$ cat config.mk
export PLATFORM = sky130hd
export DESIGN_NAME = idt_decode_tail
export DESIGN_NICKNAME = d
export VERILOG_FILES = /design/src/rtl/idt_pkg.sv /design/src/rtl/idt_decode_tail.sv
export VERILOG_INCLUDE_DIRS = /design/src /design/src/rtl
export SDC_FILE = /design/constraint.sdc
export NUM_CORES = 1
export LEC_CHECK = 0
export BUFFER_PORTS_ARGS = -buffer_cell sky130_fd_sc_hd__buf_2
export CAP_MARGIN = 20
export CORE_MARGIN = 4
export CORE_UTILIZATION = 35
export CTS_BUF_LIST = sky130_fd_sc_hd__clkbuf_2 sky130_fd_sc_hd__clkbuf_4 sky130_fd_sc_hd__clkbuf_8
export DETAILED_ROUTE_END_ITERATION = 6
export GPL_ROUTABILITY_DRIVEN = 0
export PLACE_DENSITY = 0.55
export SYNTH_ARGS = -nofsm -noshare
export SYNTH_HDL_FRONTEND = slang
export SYNTH_SLANG_ARGS = --single-unit
$ cat constraint.sdc
create_clock -name clk_in -period 6.1 [get_ports clk_in]
set_clock_uncertainty 0.1 [all_clocks]
set_input_delay 0.61 -clock clk_in [delete_from_list [all_inputs] [get_ports clk_in]]
set_output_delay 0.61 -clock clk_in [all_outputs]
set_load 0.03 [all_outputs]
$ cat src/rtl/idt_defines.svh
`ifndef IDT_DEFINES_SVH
`define IDT_DEFINES_SVH
`define IDT_OP_TEST_A 8'h4d
`define IDT_OP_TEST_B 8'h5d
`define IDT_OP_WAIT 8'h3e
`define IDT_OP_SP_TO_X 8'h30
`define IDT_OP_X_TO_SP 8'h35
`define IDT_OP_SWAP_D 8'h8f
`define IDT_OP_PREFIX_Y 8'h18
`define IDT_CYC_TEST 4'h2
`define IDT_CYC_XFER 4'h3
`define IDT_CYC_WAIT_STACK 4'hc
`define IDT_CYC_VECTOR 4'h2
`define IDT_CCR_C 0
`define IDT_CCR_V 1
`define IDT_CCR_Z 2
`define IDT_CCR_N 3
`define IDT_CCR_RESET 8'hd0
`define IDT_SP_RESET 16'h00ff
`endif

$ cat src/rtl/idt_pkg.sv
package idt_pkg;
  typedef enum logic [2:0] {
    IDT_FETCH,
    IDT_EXEC,
    IDT_WAIT_STACK,
    IDT_WAIT_IDLE,
    IDT_WAIT_VECTOR
  } idt_state_t;

  typedef enum logic [2:0] {
    IDT_AM_DIRECT,
    IDT_AM_INDEXED,
    IDT_AM_EXTENDED,
    IDT_AM_IMM8,
    IDT_AM_IMM16,
    IDT_AM_RELATIVE
  } idt_amode_t;

  typedef struct packed {
    logic [7:0] a;
    logic [7:0] b;
    logic [15:0] ix;
    logic [15:0] iy;
    logic [15:0] sp;
    logic [7:0] ccr;
  } idt_regs_t;

  typedef struct packed {
    idt_state_t state;
    logic pre_y;
    logic [7:0] op;
    logic [3:0] cnt;
    logic [7:0] wait_n;
    idt_regs_t regs;
    logic [15:0] ea;
    logic [15:0] imm;
    logic [7:0] masked;
    logic ea_valid;
    logic busy;
    logic vec_fetch;
    logic op_ready;
  } idt_state_all_t;
endpackage

$ cat src/rtl/idt_decode_tail.sv
`timescale 1ns/10ps
`include "idt_defines.svh"
// Function
// - Opcode 4d tests A in 2 cycles: N,Z from A, V and C cleared.
// - Opcode 5d tests B in 2 cycles: N,Z from B, V and C cleared.
// - Wait-for-irq spends 12 cycles from opcode fetch stacking registers.
// - Then it waits n whole cycles until an interrupt is recognized.
// - Two more cycles fetch the vector; whole sequence is 14 plus n.
// - Direct address is the operand byte with high byte zero.
// - Indexed address adds the unsigned operand byte to the index register.
// - Extended address takes high byte first, then low byte.
// - Sixteen-bit immediate takes high byte first, then low byte.
// - Eight-bit immediate uses the single following byte directly.
// - Relative target sign-extends offset and adds to following address.
// - Bit-manipulation affects only positions set in the mask.
// - Clear-only flags never become set, except in a cycle where a test op ends: then its N,Z from A or B override them.
module idt_decode_tail
  import idt_pkg::*;
#(
  parameter int WAIT_CNT_W = 8
) (
  input wire logic clk_in,
  input wire logic rst_in,
  input wire logic ce_in,
  input wire logic byte_valid_in,
  input wire logic [7:0] byte_in,
  input wire logic irq_in,
  input wire logic addr_req_in,
  input wire idt_amode_t amode_in,
  input wire logic [7:0] opnd_hi_in,
  input wire logic [7:0] opnd_lo_in,
  input wire logic [15:0] next_pc_in,
  input wire logic [7:0] bit_data_in,
  input wire logic bit_set_in,
  input wire logic [7:0] ccr_clear_mask_in,
  input wire logic [7:0] ccr_new_in,
  input wire logic ccr_clear_only_in,
  output logic busy_out,
  output logic op_ready_out,
  output logic vec_fetch_out,
  output logic [15:0] ea_out,
  output logic [15:0] imm_out,
  output logic ea_valid_out,
  output logic [7:0] bit_result_out,
  output logic [7:0] wait_n_out,
  output idt_regs_t regs_out
);

  // ==========================================================================
  // Elaboration checks
  // ==========================================================================
  // The wait counter lives in an 8-bit field, so wider settings cannot be served.
  if (WAIT_CNT_W < 1 || WAIT_CNT_W > 8) begin : g_bad_wait_w
    $error("WAIT_CNT_W must be 1 to 8");
  end
  // The shared step counter is four bits wide and must reach every end count.
  if (`IDT_CYC_WAIT_STACK > 15 || `IDT_CYC_XFER > 15 || `IDT_CYC_TEST > 15) begin : g_cyc_long
    $error("cycle counts must fit the 4-bit step counter");
  end
  // A count below two would still take two cycles, so it cannot be honoured.
  if (`IDT_CYC_TEST < 2 || `IDT_CYC_XFER < 2 || `IDT_CYC_WAIT_STACK < 2) begin : g_cyc_short
    $error("cycle counts below 2 cannot be served");
  end
  if (`IDT_CYC_VECTOR < 1) begin : g_cyc_vector
    $error("the vector fetch needs at least one cycle");
  end
  if (`IDT_CCR_N > 7 || `IDT_CCR_Z > 7 || `IDT_CCR_V > 7 ||
      `IDT_CCR_C > 7) begin : g_ccr_pos
    $error("flag positions must lie inside the condition register");
  end

  // The saturation point of the wait count follows the configured width.
  localparam logic [7:0] WAIT_MAX = 8'((9'h001 << WAIT_CNT_W) - 9'h001);

  // ==========================================================================
  // Helpers
  // ==========================================================================
  function automatic logic [7:0] nz_flags(input logic [7:0] ccr, input logic [7:0] v);
    logic [7:0] r;
    r = ccr;
    r[`IDT_CCR_N] = v[7];
    r[`IDT_CCR_Z] = (v == 8'h00);
    r[`IDT_CCR_V] = 1'b0;
    r[`IDT_CCR_C] = 1'b0;
    return r;
  endfunction

  function automatic logic [15:0] index_sel(input idt_regs_t r, input logic use_y);
    return use_y ? r.iy : r.ix;
  endfunction

  function automatic logic [15:0] sign_ext8(input logic [7:0] v);
    return {{8{v[7]}}, v};
  endfunction

  // Effective address of the address-forming modes; immediate modes leave it alone.
  function automatic logic [15:0] operand_ea(input idt_amode_t m, input logic [7:0] hi,
      input logic [7:0] lo, input logic [15:0] index, input logic [15:0] pc,
      input logic [15:0] old);
    logic [15:0] r;
    r = old;
    case (m)
      IDT_AM_DIRECT: r = {8'h00, lo};
      IDT_AM_INDEXED: r = index + {8'h00, lo};
      IDT_AM_EXTENDED: r = {hi, lo};
      IDT_AM_RELATIVE: r = pc + sign_ext8(lo);
      default: r = old;
    endcase
    return r;
  endfunction

  function automatic logic [15:0] operand_imm(input idt_amode_t m, input logic [7:0] hi,
      input logic [7:0] lo, input logic [15:0] old);
    logic [15:0] r;
    r = old;
    case (m)
      IDT_AM_IMM16: r = {hi, lo};
      IDT_AM_IMM8: r = {8'h00, lo};
      default: r = old;
    endcase
    return r;
  endfunction

  function automatic logic mode_known(input idt_amode_t m);
    logic r;
    r = 1'b0;
    case (m)
      IDT_AM_DIRECT, IDT_AM_INDEXED, IDT_AM_EXTENDED,
      IDT_AM_IMM8, IDT_AM_IMM16, IDT_AM_RELATIVE: r = 1'b1;
      default: r = 1'b0;
    endcase
    return r;
  endfunction

  // Only mask-selected bits change; the rest keep the memory value.
  function automatic logic [7:0] mask_apply(input logic [7:0] data, input logic [7:0] mask,
      input logic set);
    return set ? (data | mask) : (data & ~mask);
  endfunction

  // A clear-only flag can only fall, so any attempted set is dropped.
  function automatic logic [7:0] clear_only(input logic [7:0] ccr, input logic [7:0] sel,
      input logic [7:0] val);
    return ccr & ~(sel & ~val);
  endfunction

  // The count sticks at its top value instead of wrapping to a misleading small n.
  function automatic logic [7:0] sat_inc(input logic [7:0] v, input logic [7:0] top);
    logic [7:0] r;
    r = v;
    if (v < top) begin
      r = v + 8'h01;
    end
    return r;
  endfunction

  function automatic logic is_test_op(input logic [7:0] op);
    return op == `IDT_OP_TEST_A || op == `IDT_OP_TEST_B;
  endfunction

  // Register moves of the three-cycle group; the prefix picks Y in place of X.
  function automatic idt_regs_t xfer_apply(input idt_regs_t r, input logic [7:0] op,
      input logic use_y);
    idt_regs_t n;
    n = r;
    case (op)
      `IDT_OP_SP_TO_X: begin
        if (use_y) begin
          n.iy = r.sp + 16'h0001;
        end else begin
          n.ix = r.sp + 16'h0001;
        end
      end
      `IDT_OP_X_TO_SP: n.sp = index_sel(r, use_y) - 16'h0001;
      `IDT_OP_SWAP_D: begin
        {n.a, n.b} = index_sel(r, use_y);
        if (use_y) begin
          n.iy = {r.a, r.b};
        end else begin
          n.ix = {r.a, r.b};
        end
      end
      default: begin
        n = r;
      end
    endcase
    return n;
  endfunction

  idt_state_all_t s, next_s;

  // ==========================================================================
  // Sequencer
  // ==========================================================================
  always_comb begin
    next_s = s;
    next_s.ea_valid = 1'b0;
    next_s.vec_fetch = 1'b0;
    next_s.op_ready = 1'b0;
    // Operand interpretation runs beside the opcode path; only the prefix flag from it picks the index register.
    if (addr_req_in) begin
      next_s.ea_valid = mode_known(amode_in);
      next_s.ea = operand_ea(amode_in, opnd_hi_in, opnd_lo_in,
          index_sel(s.regs, s.pre_y), next_pc_in, s.ea);
      next_s.imm = operand_imm(amode_in, opnd_hi_in, opnd_lo_in, s.imm);
      next_s.masked = mask_apply(bit_data_in, opnd_hi_in, bit_set_in);
    end
    if (ccr_clear_only_in) begin
      next_s.regs.ccr = clear_only(s.regs.ccr, ccr_clear_mask_in, ccr_new_in);
    end
    case (s.state)
      IDT_FETCH: begin
        next_s.busy = 1'b0;
        if (byte_valid_in) begin
          if (byte_in == `IDT_OP_PREFIX_Y && !s.pre_y) begin
            next_s.pre_y = 1'b1;
            next_s.busy = 1'b1;
          end else begin
            next_s.op = byte_in;
            next_s.busy = 1'b1;
            next_s.cnt = 4'h1;
            if (byte_in == `IDT_OP_WAIT) begin
              next_s.state = IDT_WAIT_STACK;
            end else begin
              next_s.state = IDT_EXEC;
            end
          end
        end
      end
      IDT_EXEC: begin
        next_s.cnt = s.cnt + 4'h1;
        // The prefix byte takes its own cycle outside this count, so a prefixed op runs one cycle longer.
        if (is_test_op(s.op)) begin
          if (s.cnt + 4'h1 >= `IDT_CYC_TEST) begin
            if (s.op == `IDT_OP_TEST_A) begin
              next_s.regs.ccr = nz_flags(s.regs.ccr, s.regs.a);
            end else begin
              next_s.regs.ccr = nz_flags(s.regs.ccr, s.regs.b);
            end
            next_s.state = IDT_FETCH;
            next_s.op_ready = 1'b1;
            next_s.pre_y = 1'b0;
          end
        end else if (s.cnt + 4'h1 >= `IDT_CYC_XFER) begin
          next_s.regs = xfer_apply(next_s.regs, s.op, s.pre_y);
          next_s.state = IDT_FETCH;
          next_s.op_ready = 1'b1;
          next_s.pre_y = 1'b0;
        end
      end
      IDT_WAIT_STACK: begin
        next_s.cnt = s.cnt + 4'h1;
        if (s.cnt + 4'h1 >= `IDT_CYC_WAIT_STACK) begin
          next_s.state = IDT_WAIT_IDLE;
          next_s.wait_n = 8'h00;
        end
      end
      IDT_WAIT_IDLE: begin
        // The cycle in which the interrupt is seen is one of the n wait cycles.
        next_s.wait_n = sat_inc(s.wait_n, WAIT_MAX);
        if (irq_in) begin
          next_s.state = IDT_WAIT_VECTOR;
          next_s.cnt = 4'h0;
        end
      end
      IDT_WAIT_VECTOR: begin
        next_s.vec_fetch = 1'b1;
        next_s.cnt = s.cnt + 4'h1;
        if (s.cnt + 4'h1 >= `IDT_CYC_VECTOR) begin
          next_s.state = IDT_FETCH;
          next_s.op_ready = 1'b1;
          next_s.pre_y = 1'b0;
        end
      end
      default: next_s.state = IDT_FETCH;
    endcase
  end

  // ==========================================================================
  // State register
  // ==========================================================================
  always_ff @(posedge clk_in or posedge rst_in) begin
    if (rst_in) begin
      s <= '0;
      s.state <= IDT_FETCH;
      s.regs.ccr <= `IDT_CCR_RESET;
      s.regs.sp <= `IDT_SP_RESET;
    end else if (ce_in) begin
      s <= next_s;
    end
  end

  // ==========================================================================
  // Outputs
  // ==========================================================================
  assign busy_out = s.busy;
  assign op_ready_out = s.op_ready;
  assign vec_fetch_out = s.vec_fetch;
  assign ea_out = s.ea;
  assign imm_out = s.imm;
  assign ea_valid_out = s.ea_valid;
  assign bit_result_out = s.masked;
  assign wait_n_out = s.wait_n;
  assign regs_out = s.regs;

endmodule

==> results of run 1 <==
[per-stage QoR]
stage | cells | setup slack (ns) | power, uW | utilization, %
2_1_floorplan | 1041 | 1.66 | 1820 | -
3_3_place_gp | 1416 | 2.88 | 1960 | 37.3
3_5_place_dp | 1416 | 2.83 | 1970 | 37.3
4_1_cts | 1448 | 2.78 | 2830 | 38.9
5_1_grt | 1448 | 2.53 | 2970 | 38.9
6_report | 1448 | 2.84 | 2800 | 38.9
[layer usage]
layer | wire length [um] | up-vias | GRT usage (%)
li1 | - | 3700 | -
met1 | 12100 | 3604 | 23.5
met2 | 12600 | 188 | 29.7
met3 | 1300 | 22 | 4.12
met4 | 358 | 2 | 4.37
met5 | 12 | - | 0
[cell type report]
| class | count | area, um^2 | area share, % |
|---|---|---|---|
| Timing Repair Buffer | 203 | 1030 | 10.0 |
| Tap cell | 335 | 419 | 4.10 |
| Clock buffer | 17 | 234 | 2.29 |
| Inverter | 27 | 106 | 1.04 |
| Sequential cell | 140 | 3520 | 34.4 |
| Clock inverter | 15 | 201 | 1.97 |
| Multi-Input combinational cell | 711 | 4730 | 46.2 |
[power by group through the flow]
stage	registers, uW	clock network, uW	logic (uW)
finish	1140	849	808
global route	1160	919	886
CTS	1140	879	813
detailed placement	1160	0	808
global placement	1160	0	800
floorplan	1130	0	695
[sequential cells by signal, summed over array words and instances, names as in the netlist, 8 cells and up]
| signal | count |
|---|---|
| wait_n_out | 8 |
| s | 16 |
| regs_out | 72 |
| ea_out | 16 |
| imm_out | 16 |
| bit_result_out | 8 |
[worst max-delay path, stage by stage, from the launching register on]
cell      delay (ns)
dfrtp_1         0.54
mux2i_1         0.45
inv_1           0.11
ha_1            0.30
a211oi_1        0.30
o211ai_1        0.18
a21oi_1         0.42
mux2_2          0.38
a311o_1         0.32
o21ai_0         0.07
[path summary, 6_finish.rpt]
kind                                    start       endpoint  slack [ns]  cells past startpoint
worst min-delay path                   rst_in  wait_n_out[3]        0.21                      2
worst max register to register         s[136]     ea_out[11]        2.84                      9
max in group asynchronous              rst_in    imm_out[15]        4.44                      3
worst min register to register    regs_out[4]    regs_out[4]        0.36                      1
worst max-delay path                   s[136]     ea_out[11]        2.84                      9
min in group clk_in             ccr_new_in[4]    regs_out[4]        0.29                      2
[cells in the final DEF (no fill, tap or decap), types with 5 or more instances in the layout]
cell      Yosys  layout
buf_2         4     198
dfrtp_1     129     129
nand2_1     118     118
o21ai_0      87      87
nor2_1       64      64
mux2_2       54      54
a21oi_1      44      44
xnor2_1      31      31
ha_1         28      28
inv_1        27      26
mux2i_1      23      23
nand3_1      23      23
nand2b_1     17      17
clkbuf_8      0      17
a22o_1       13      13
nor3_1       12      12
xor2_1       12      12
nand4_1      11      11
dfstp_2      11      11
o211ai_1     10      10
and3_1       10      10
o21a_1        9       9
nor2b_1       9       9
a21o_1        9       9
or3_1         8       8
o31a_1        8       8
a31oi_1       8       8
o31ai_1       8       8
inv_6         0       8
a22oi_1       7       7
nor4_1        7       7
nand4b_1      6       6
or2_2         6       6
a211oi_1      5       5
buf_4       120       5
[cell families after synthesis]
kind of cell               after synthesis
and+or+nand+nor                        314
DFF                                    140
buffers and inverters                  190
muxes                                   78
xor gates and xnor gates                43
AOI/OAI and AO/OA                      246
adders and majority gates               30
==> out/qor.csv, run 1 <==
stage,metric,value,unit
outcome,status,finished clean,
yosys,synth.top_cell.area_share,34.2,%
yosys,yosysTopAreaCell,dfrtp_1,
sta,finalSetupTns,0,ns
drt,vias_per_cell,5.19,
final_layout,drive_above_1_share,28.2,%
yosys,synthCells,1041,
clocking,cts_max_level,4,
min_path,hp-class,input port to asynchronous set/reset pin,
die,core-area,26300,um^2
die,io_pins,199,
drt,dr.pass1.iters,4,
drt,vias,7516,
power_and_ir_drop,p_int,1770,uW
yosys,yosysMostFrequentCell,dfrtp_1,
power_and_ir_drop,p_per_area,273,nW/um^2
grt,grt_max_degree,102,
clocking,postCtsHoldBufs,0,
drt,drtIter0Drc,396,
yosys,syn_nets,1146,
die,row_count,59,
die,start_util,35.9,%
power_and_ir_drop,peakVddDrop,0.000117,V
yosys,ys_seq_area_share,37.3,%
grt,antenna_found_initial,1,
critical_path,start_kind,flop,
die,dieArea,29700,um^2
yosys,synthesis.area,9440,um^2
power_and_ir_drop,p_switching,1030,uW
power_and_ir_drop,switching_share,36.9,%
clocking,clkTransAtPathRegs,0.09,ns
final_layout,fin_area,10200,um^2
sta,fin_crit_sh,53.5,%
power_and_ir_drop,clkPwrFrac,30.4,%
yosys,ys.flop_type,dfrtp_1,
sta,worst_slew_pin_slew,0.993,ns
yosys,syn_avg_cell_area,9.06,um^2
yosys,synthAdderAreaFrac,4.14,%
power_and_ir_drop,pwr-share-comb,28.9,%
sta,rsz0062_at_grt,no,
placement,post-dp-hpwl,19900,um
sta,slew_violations,0,
clocking,cts_buffers,17,
sta,period_needed,3.26,ns
die,die_x,172,um
placement,placed_area,9800,um^2
die,die_y,172,um
grt,grt_util_all_layers,17.8,%
clocking,clockBufferDepth,2,
final_layout,antenna_cells,0,
sta,worst_hold_slack,0.215,ns
drt,totalWireLength,26300,um
grt,grt_pass1_vias,7461,
clocking,worstSkewPairLatency,0.45,ns
critical_path,crit_fanout,7,
clocking,ctsRootBufferMaster,clkbuf_8,
yosys,synth-compound-area-share,16.8,%
final_layout,area_delta_synth_final,8.46,%
placement,portBuffers,198,
sta,setup_viol,0,
sta,maxSlewHeadroom,33.8,%
grt,grt.overflow.total,0,
critical_path,required,6.36,ns
sta,max_freq,307,MHz
yosys,yosysUniqueCellTypes,71,
yosys,synth_area_leaders,"dfrtp_1 (34%), buf_4 (9.5%), mux2_2 (6.4%)",
drt,antenna_left,0,
yosys,synthMuxAreaShare,9.00,%
clocking,cts.sinks,140,
drt,drc,0,
clocking,cts_resized,0,
yosys,ys_ff_latch,140,
clocking,postCtsSetupBuffers,0,
critical_path,cp-end-kind,flop,
yosys,synth-simple-area-share,16.1,%
yosys,synth_top_family_by_area,compound AO/OA/AOI/OAI gates,
yosys,async_flop_share,100,%
critical_path,criticalPathCategory,flop to flop,
yosys,yosysWarningCount,0,
yosys,synth_common_cells,"dfrtp_1 (129), buf_4 (120), nand2_1 (118)",
grt,grt_pass1_wl,41400,um
final_layout,nets,1205,
critical_path,crit_arrival,3.52,ns
power_and_ir_drop,seqPwrFrac,40.8,%
yosys,synthXorXnorAreaFrac,3.99,%
flow_run,drv_cap,0,
yosys,synth_edf_count,0,
drt,wl_per_cell,18.2,um
final_layout,nFillCells,2672,
clocking,cts_tree,yes,
sta,hold_violations,0,
power_and_ir_drop,leakage,0.00502,uW
Note: power is estimated with default switching activity, not from simulation.
==> run 2, diff against run 1 <==
PLACE_DENSITY = 0.57   (was 0.55)
clock period = 2.7 ns   (was 6.1 ns; I/O delays follow)
==> run 2 against run 1 <==
Sequential power grew 120%. Non-clock buffer count grew 96. Maximum frequency grew 21%. Wire length grew 6.2%. Total power grew 130%. Largest cell class unchanged. Highest routed layer unchanged.
==> out/qor.csv, run 2 (same netlist as run 1, synthesis figures left out) <==
stage,metric,value,unit,change
grt,grt_max_degree,41,,-60%
drt,dr.pass1.iters,5,,+1
min_path,hp-class,input port to flop,,
clocking,cts_buffers,17,,unchanged
final_layout,drive_above_1_share,33.7,%,+5.5 points
final_layout,fin_area,11300,um^2,+11%
clocking,cts_tree,yes,,
die,die_x,172,um,unchanged
critical_path,crit_family,buffers and inverters,,
final_layout,largest_reg_flops,72,,unchanged
drt,drc,0,,unchanged
final_layout,nets,1301,,+8.0%
critical_path,worst-r2r-cell-count,13,,+4
grt,grt.overflow.total,0,,unchanged
clocking,clkTransAtPathRegs,0.09,ns,about the same
final_layout,antenna_cells,0,,unchanged
clocking,cts_max_level,4,,unchanged
clocking,ctsRootBufferMaster,clkbuf_8,,
critical_path,ff2ff_setup_slack,0.01,ns,-2.82 ns
sta,hold_violations,0,,unchanged
grt,top_usage_layer,met2,,
power_and_ir_drop,peakVddDrop,0.000283,V,+140%
clocking,clockBufferDepth,2,,unchanged
sta,max_freq,372,MHz,+21%
drt,antenna_left,0,,unchanged
flow_run,drv_cap,0,,unchanged
critical_path,crit_path_end,ea_out[10],,
drt,totalWireLength,27900,um,+6.2%
critical_path,cp-end-kind,flop,,
grt,grt_pass1_vias,8028,,+7.6%
die,start_util,35.9,%,unchanged
critical_path,crit_fanout,6,,-1
grt,grt_util_met2,32.7,%,+3.1 points
drt,wl_per_cell,18.1,um,-0.38%
clocking,worstSkewPairLatency,0.47,ns,+0.02 ns
grt,grt_util_all_layers,19.0,%,+1.2 points
power_and_ir_drop,power,6570,uW,+130%
critical_path,path_buf_inv,4,,+3
critical_path,start_kind,flop,,
final_layout,final_cell_count_no_fill,1544,,+6.6%
final_layout,area_delta_synth_final,20.2,%,
placement,post-dp-hpwl,21200,um,+6.8%
grt,use_met1,24.2,%,+0.64 points
sta,setup_viol,0,,unchanged
critical_path,worstReg2RegEnd,ea_out[10],,
critical_path,required,2.93,ns,-3.43 ns
sta,slew_violations,0,,unchanged
critical_path,reg2reg_from,s[136],,
critical_path,slowest_stage,dfrtp_1,,
critical_path,crit_arrival,2.92,ns,-0.60 ns
critical_path,cp_common_cell,buf_4,,
final_layout,final_cell_mix,"buf_2 (198), dfrtp_1 (129), nand2_1 (118), o21ai_0 (87), nor2_1 (64)",,
grt,antenna_found_initial,1,,unchanged
sta,rsz0062_at_grt,yes,,
placement,portBuffers,198,,unchanged
outcome,status,finished clean,,
clocking,cts.sinks,140,,unchanged
sta,fin_crit_sh,99.5,%,+46 points
sta,maxSlewHeadroom,53.6,%,+20 points
drt,drtIter0Drc,490,,+24%
die,die_y,172,um,unchanged
placement,placed_area,10300,um^2,+5.5%
placement,placedCellCount,1471,,+3.9%
grt,use_met3,4.09,%,-0.023 points
die,io_pins,199,,unchanged
power_and_ir_drop,leakage,0.00549,uW,+9.2%
critical_path,cp-startpoint,s[136],,
drt,vias_per_cell,5.16,,-0.50%
sta,finalSetupTns,0,ns,unchanged
power_and_ir_drop,p_per_area,579,nW/um^2,+110%
drt,vias,7974,,+6.1%
min_path,min_path_cells,3,,
grt,grt_pass1_wl,44100,um,+6.7%
critical_path,path_cells,buf_12 > mux2_4 > ha_4 > inv_2 > fa_2 > nor2b_4 > o2111ai_2 > nand4b_1 > buf_4 > buf_4 > nand3_2 > xnor2_1 > o221ai_1,,
die,dieArea,29700,um^2,unchanged
die,row_count,59,,unchanged
sta,period_needed,2.69,ns,-0.577 ns
critical_path,critical_path.max_stage_delay,0.40,ns,-0.14 ns
critical_path,cp.depth,13,,+4
die,core-area,26300,um^2,unchanged
critical_path,criticalPathCategory,flop to flop,,
final_layout,fin_util,43.2,%,+4.2 points
final_layout,final_common_cell,buf_2,,
sta,worst_slew_pin_slew,0.691,ns,-0.301 ns
[run 2: metal layers]
layer / vias up / share of wire [%]
met5: - / 0.047
met4: 2 / 1.8
met3: 33 / 5.6
met2: 222 / 49
met1: 3831 / 43
li1: 3886 / -
[run 2: tightest hold or removal path: stages]
cell	delay [ns]
buf_2	0.08
o21ai_0	0.07
a21boi_0	0.15
[run 2: worst min path at each step]
stage                             start                end  slack, ns
after floorplan           opnd_hi_in[2]        imm_out[10]       0.31
after global placement           rst_in  bit_result_out[0]       0.27
after detailed placement         rst_in  bit_result_out[0]       0.28
after CTS                 byte_valid_in             s[138]       0.01
after global routing      ccr_new_in[0]        regs_out[0]       0.04
final                     ccr_new_in[0]        regs_out[0]       0.05
[run 2: timing repair]
| item | CTS | global route |
|---|---|---|
| hold buffers | 34 | 0 |
| buffers inserted | 2 | 5 |
| resized for setup | 15 | 24 |
| setup endpoints to repair | 5 | 21 |
| hold endpoints to repair | 45 | 0 |
| pin swaps | 3 | 16 |
[run 2: final cells by class]
type | instances | area, um^2
clock buffers | 17 | 234
flip-flops and latches | 140 | 3520
multi-input cells | 711 | 4960
clock inverters | 15 | 176
fillers | 2621 | 14900
inverters | 27 | 105
well taps | 335 | 419
repair buffers | 299 | 1930
[run 2: stage by stage]
step                hold slack, ns  worst slack [ns]
floorplan                    0.306           -0.0686
global placement             0.266           -0.0209
detailed placement           0.277            -0.114
CTS                         0.0126           0.00631
global route                0.0435           -0.0885
finish                      0.0490            0.0146
[run 2: power by group]
group          total, uW  switching, uW  leakage [uW]  internal [uW]
Sequential          2530            191       0.00182           2340
Combinational       2190           1270       0.00346            926
Clock               1850            991      0.000208            858
Total               6570           2450       0.00549           4120
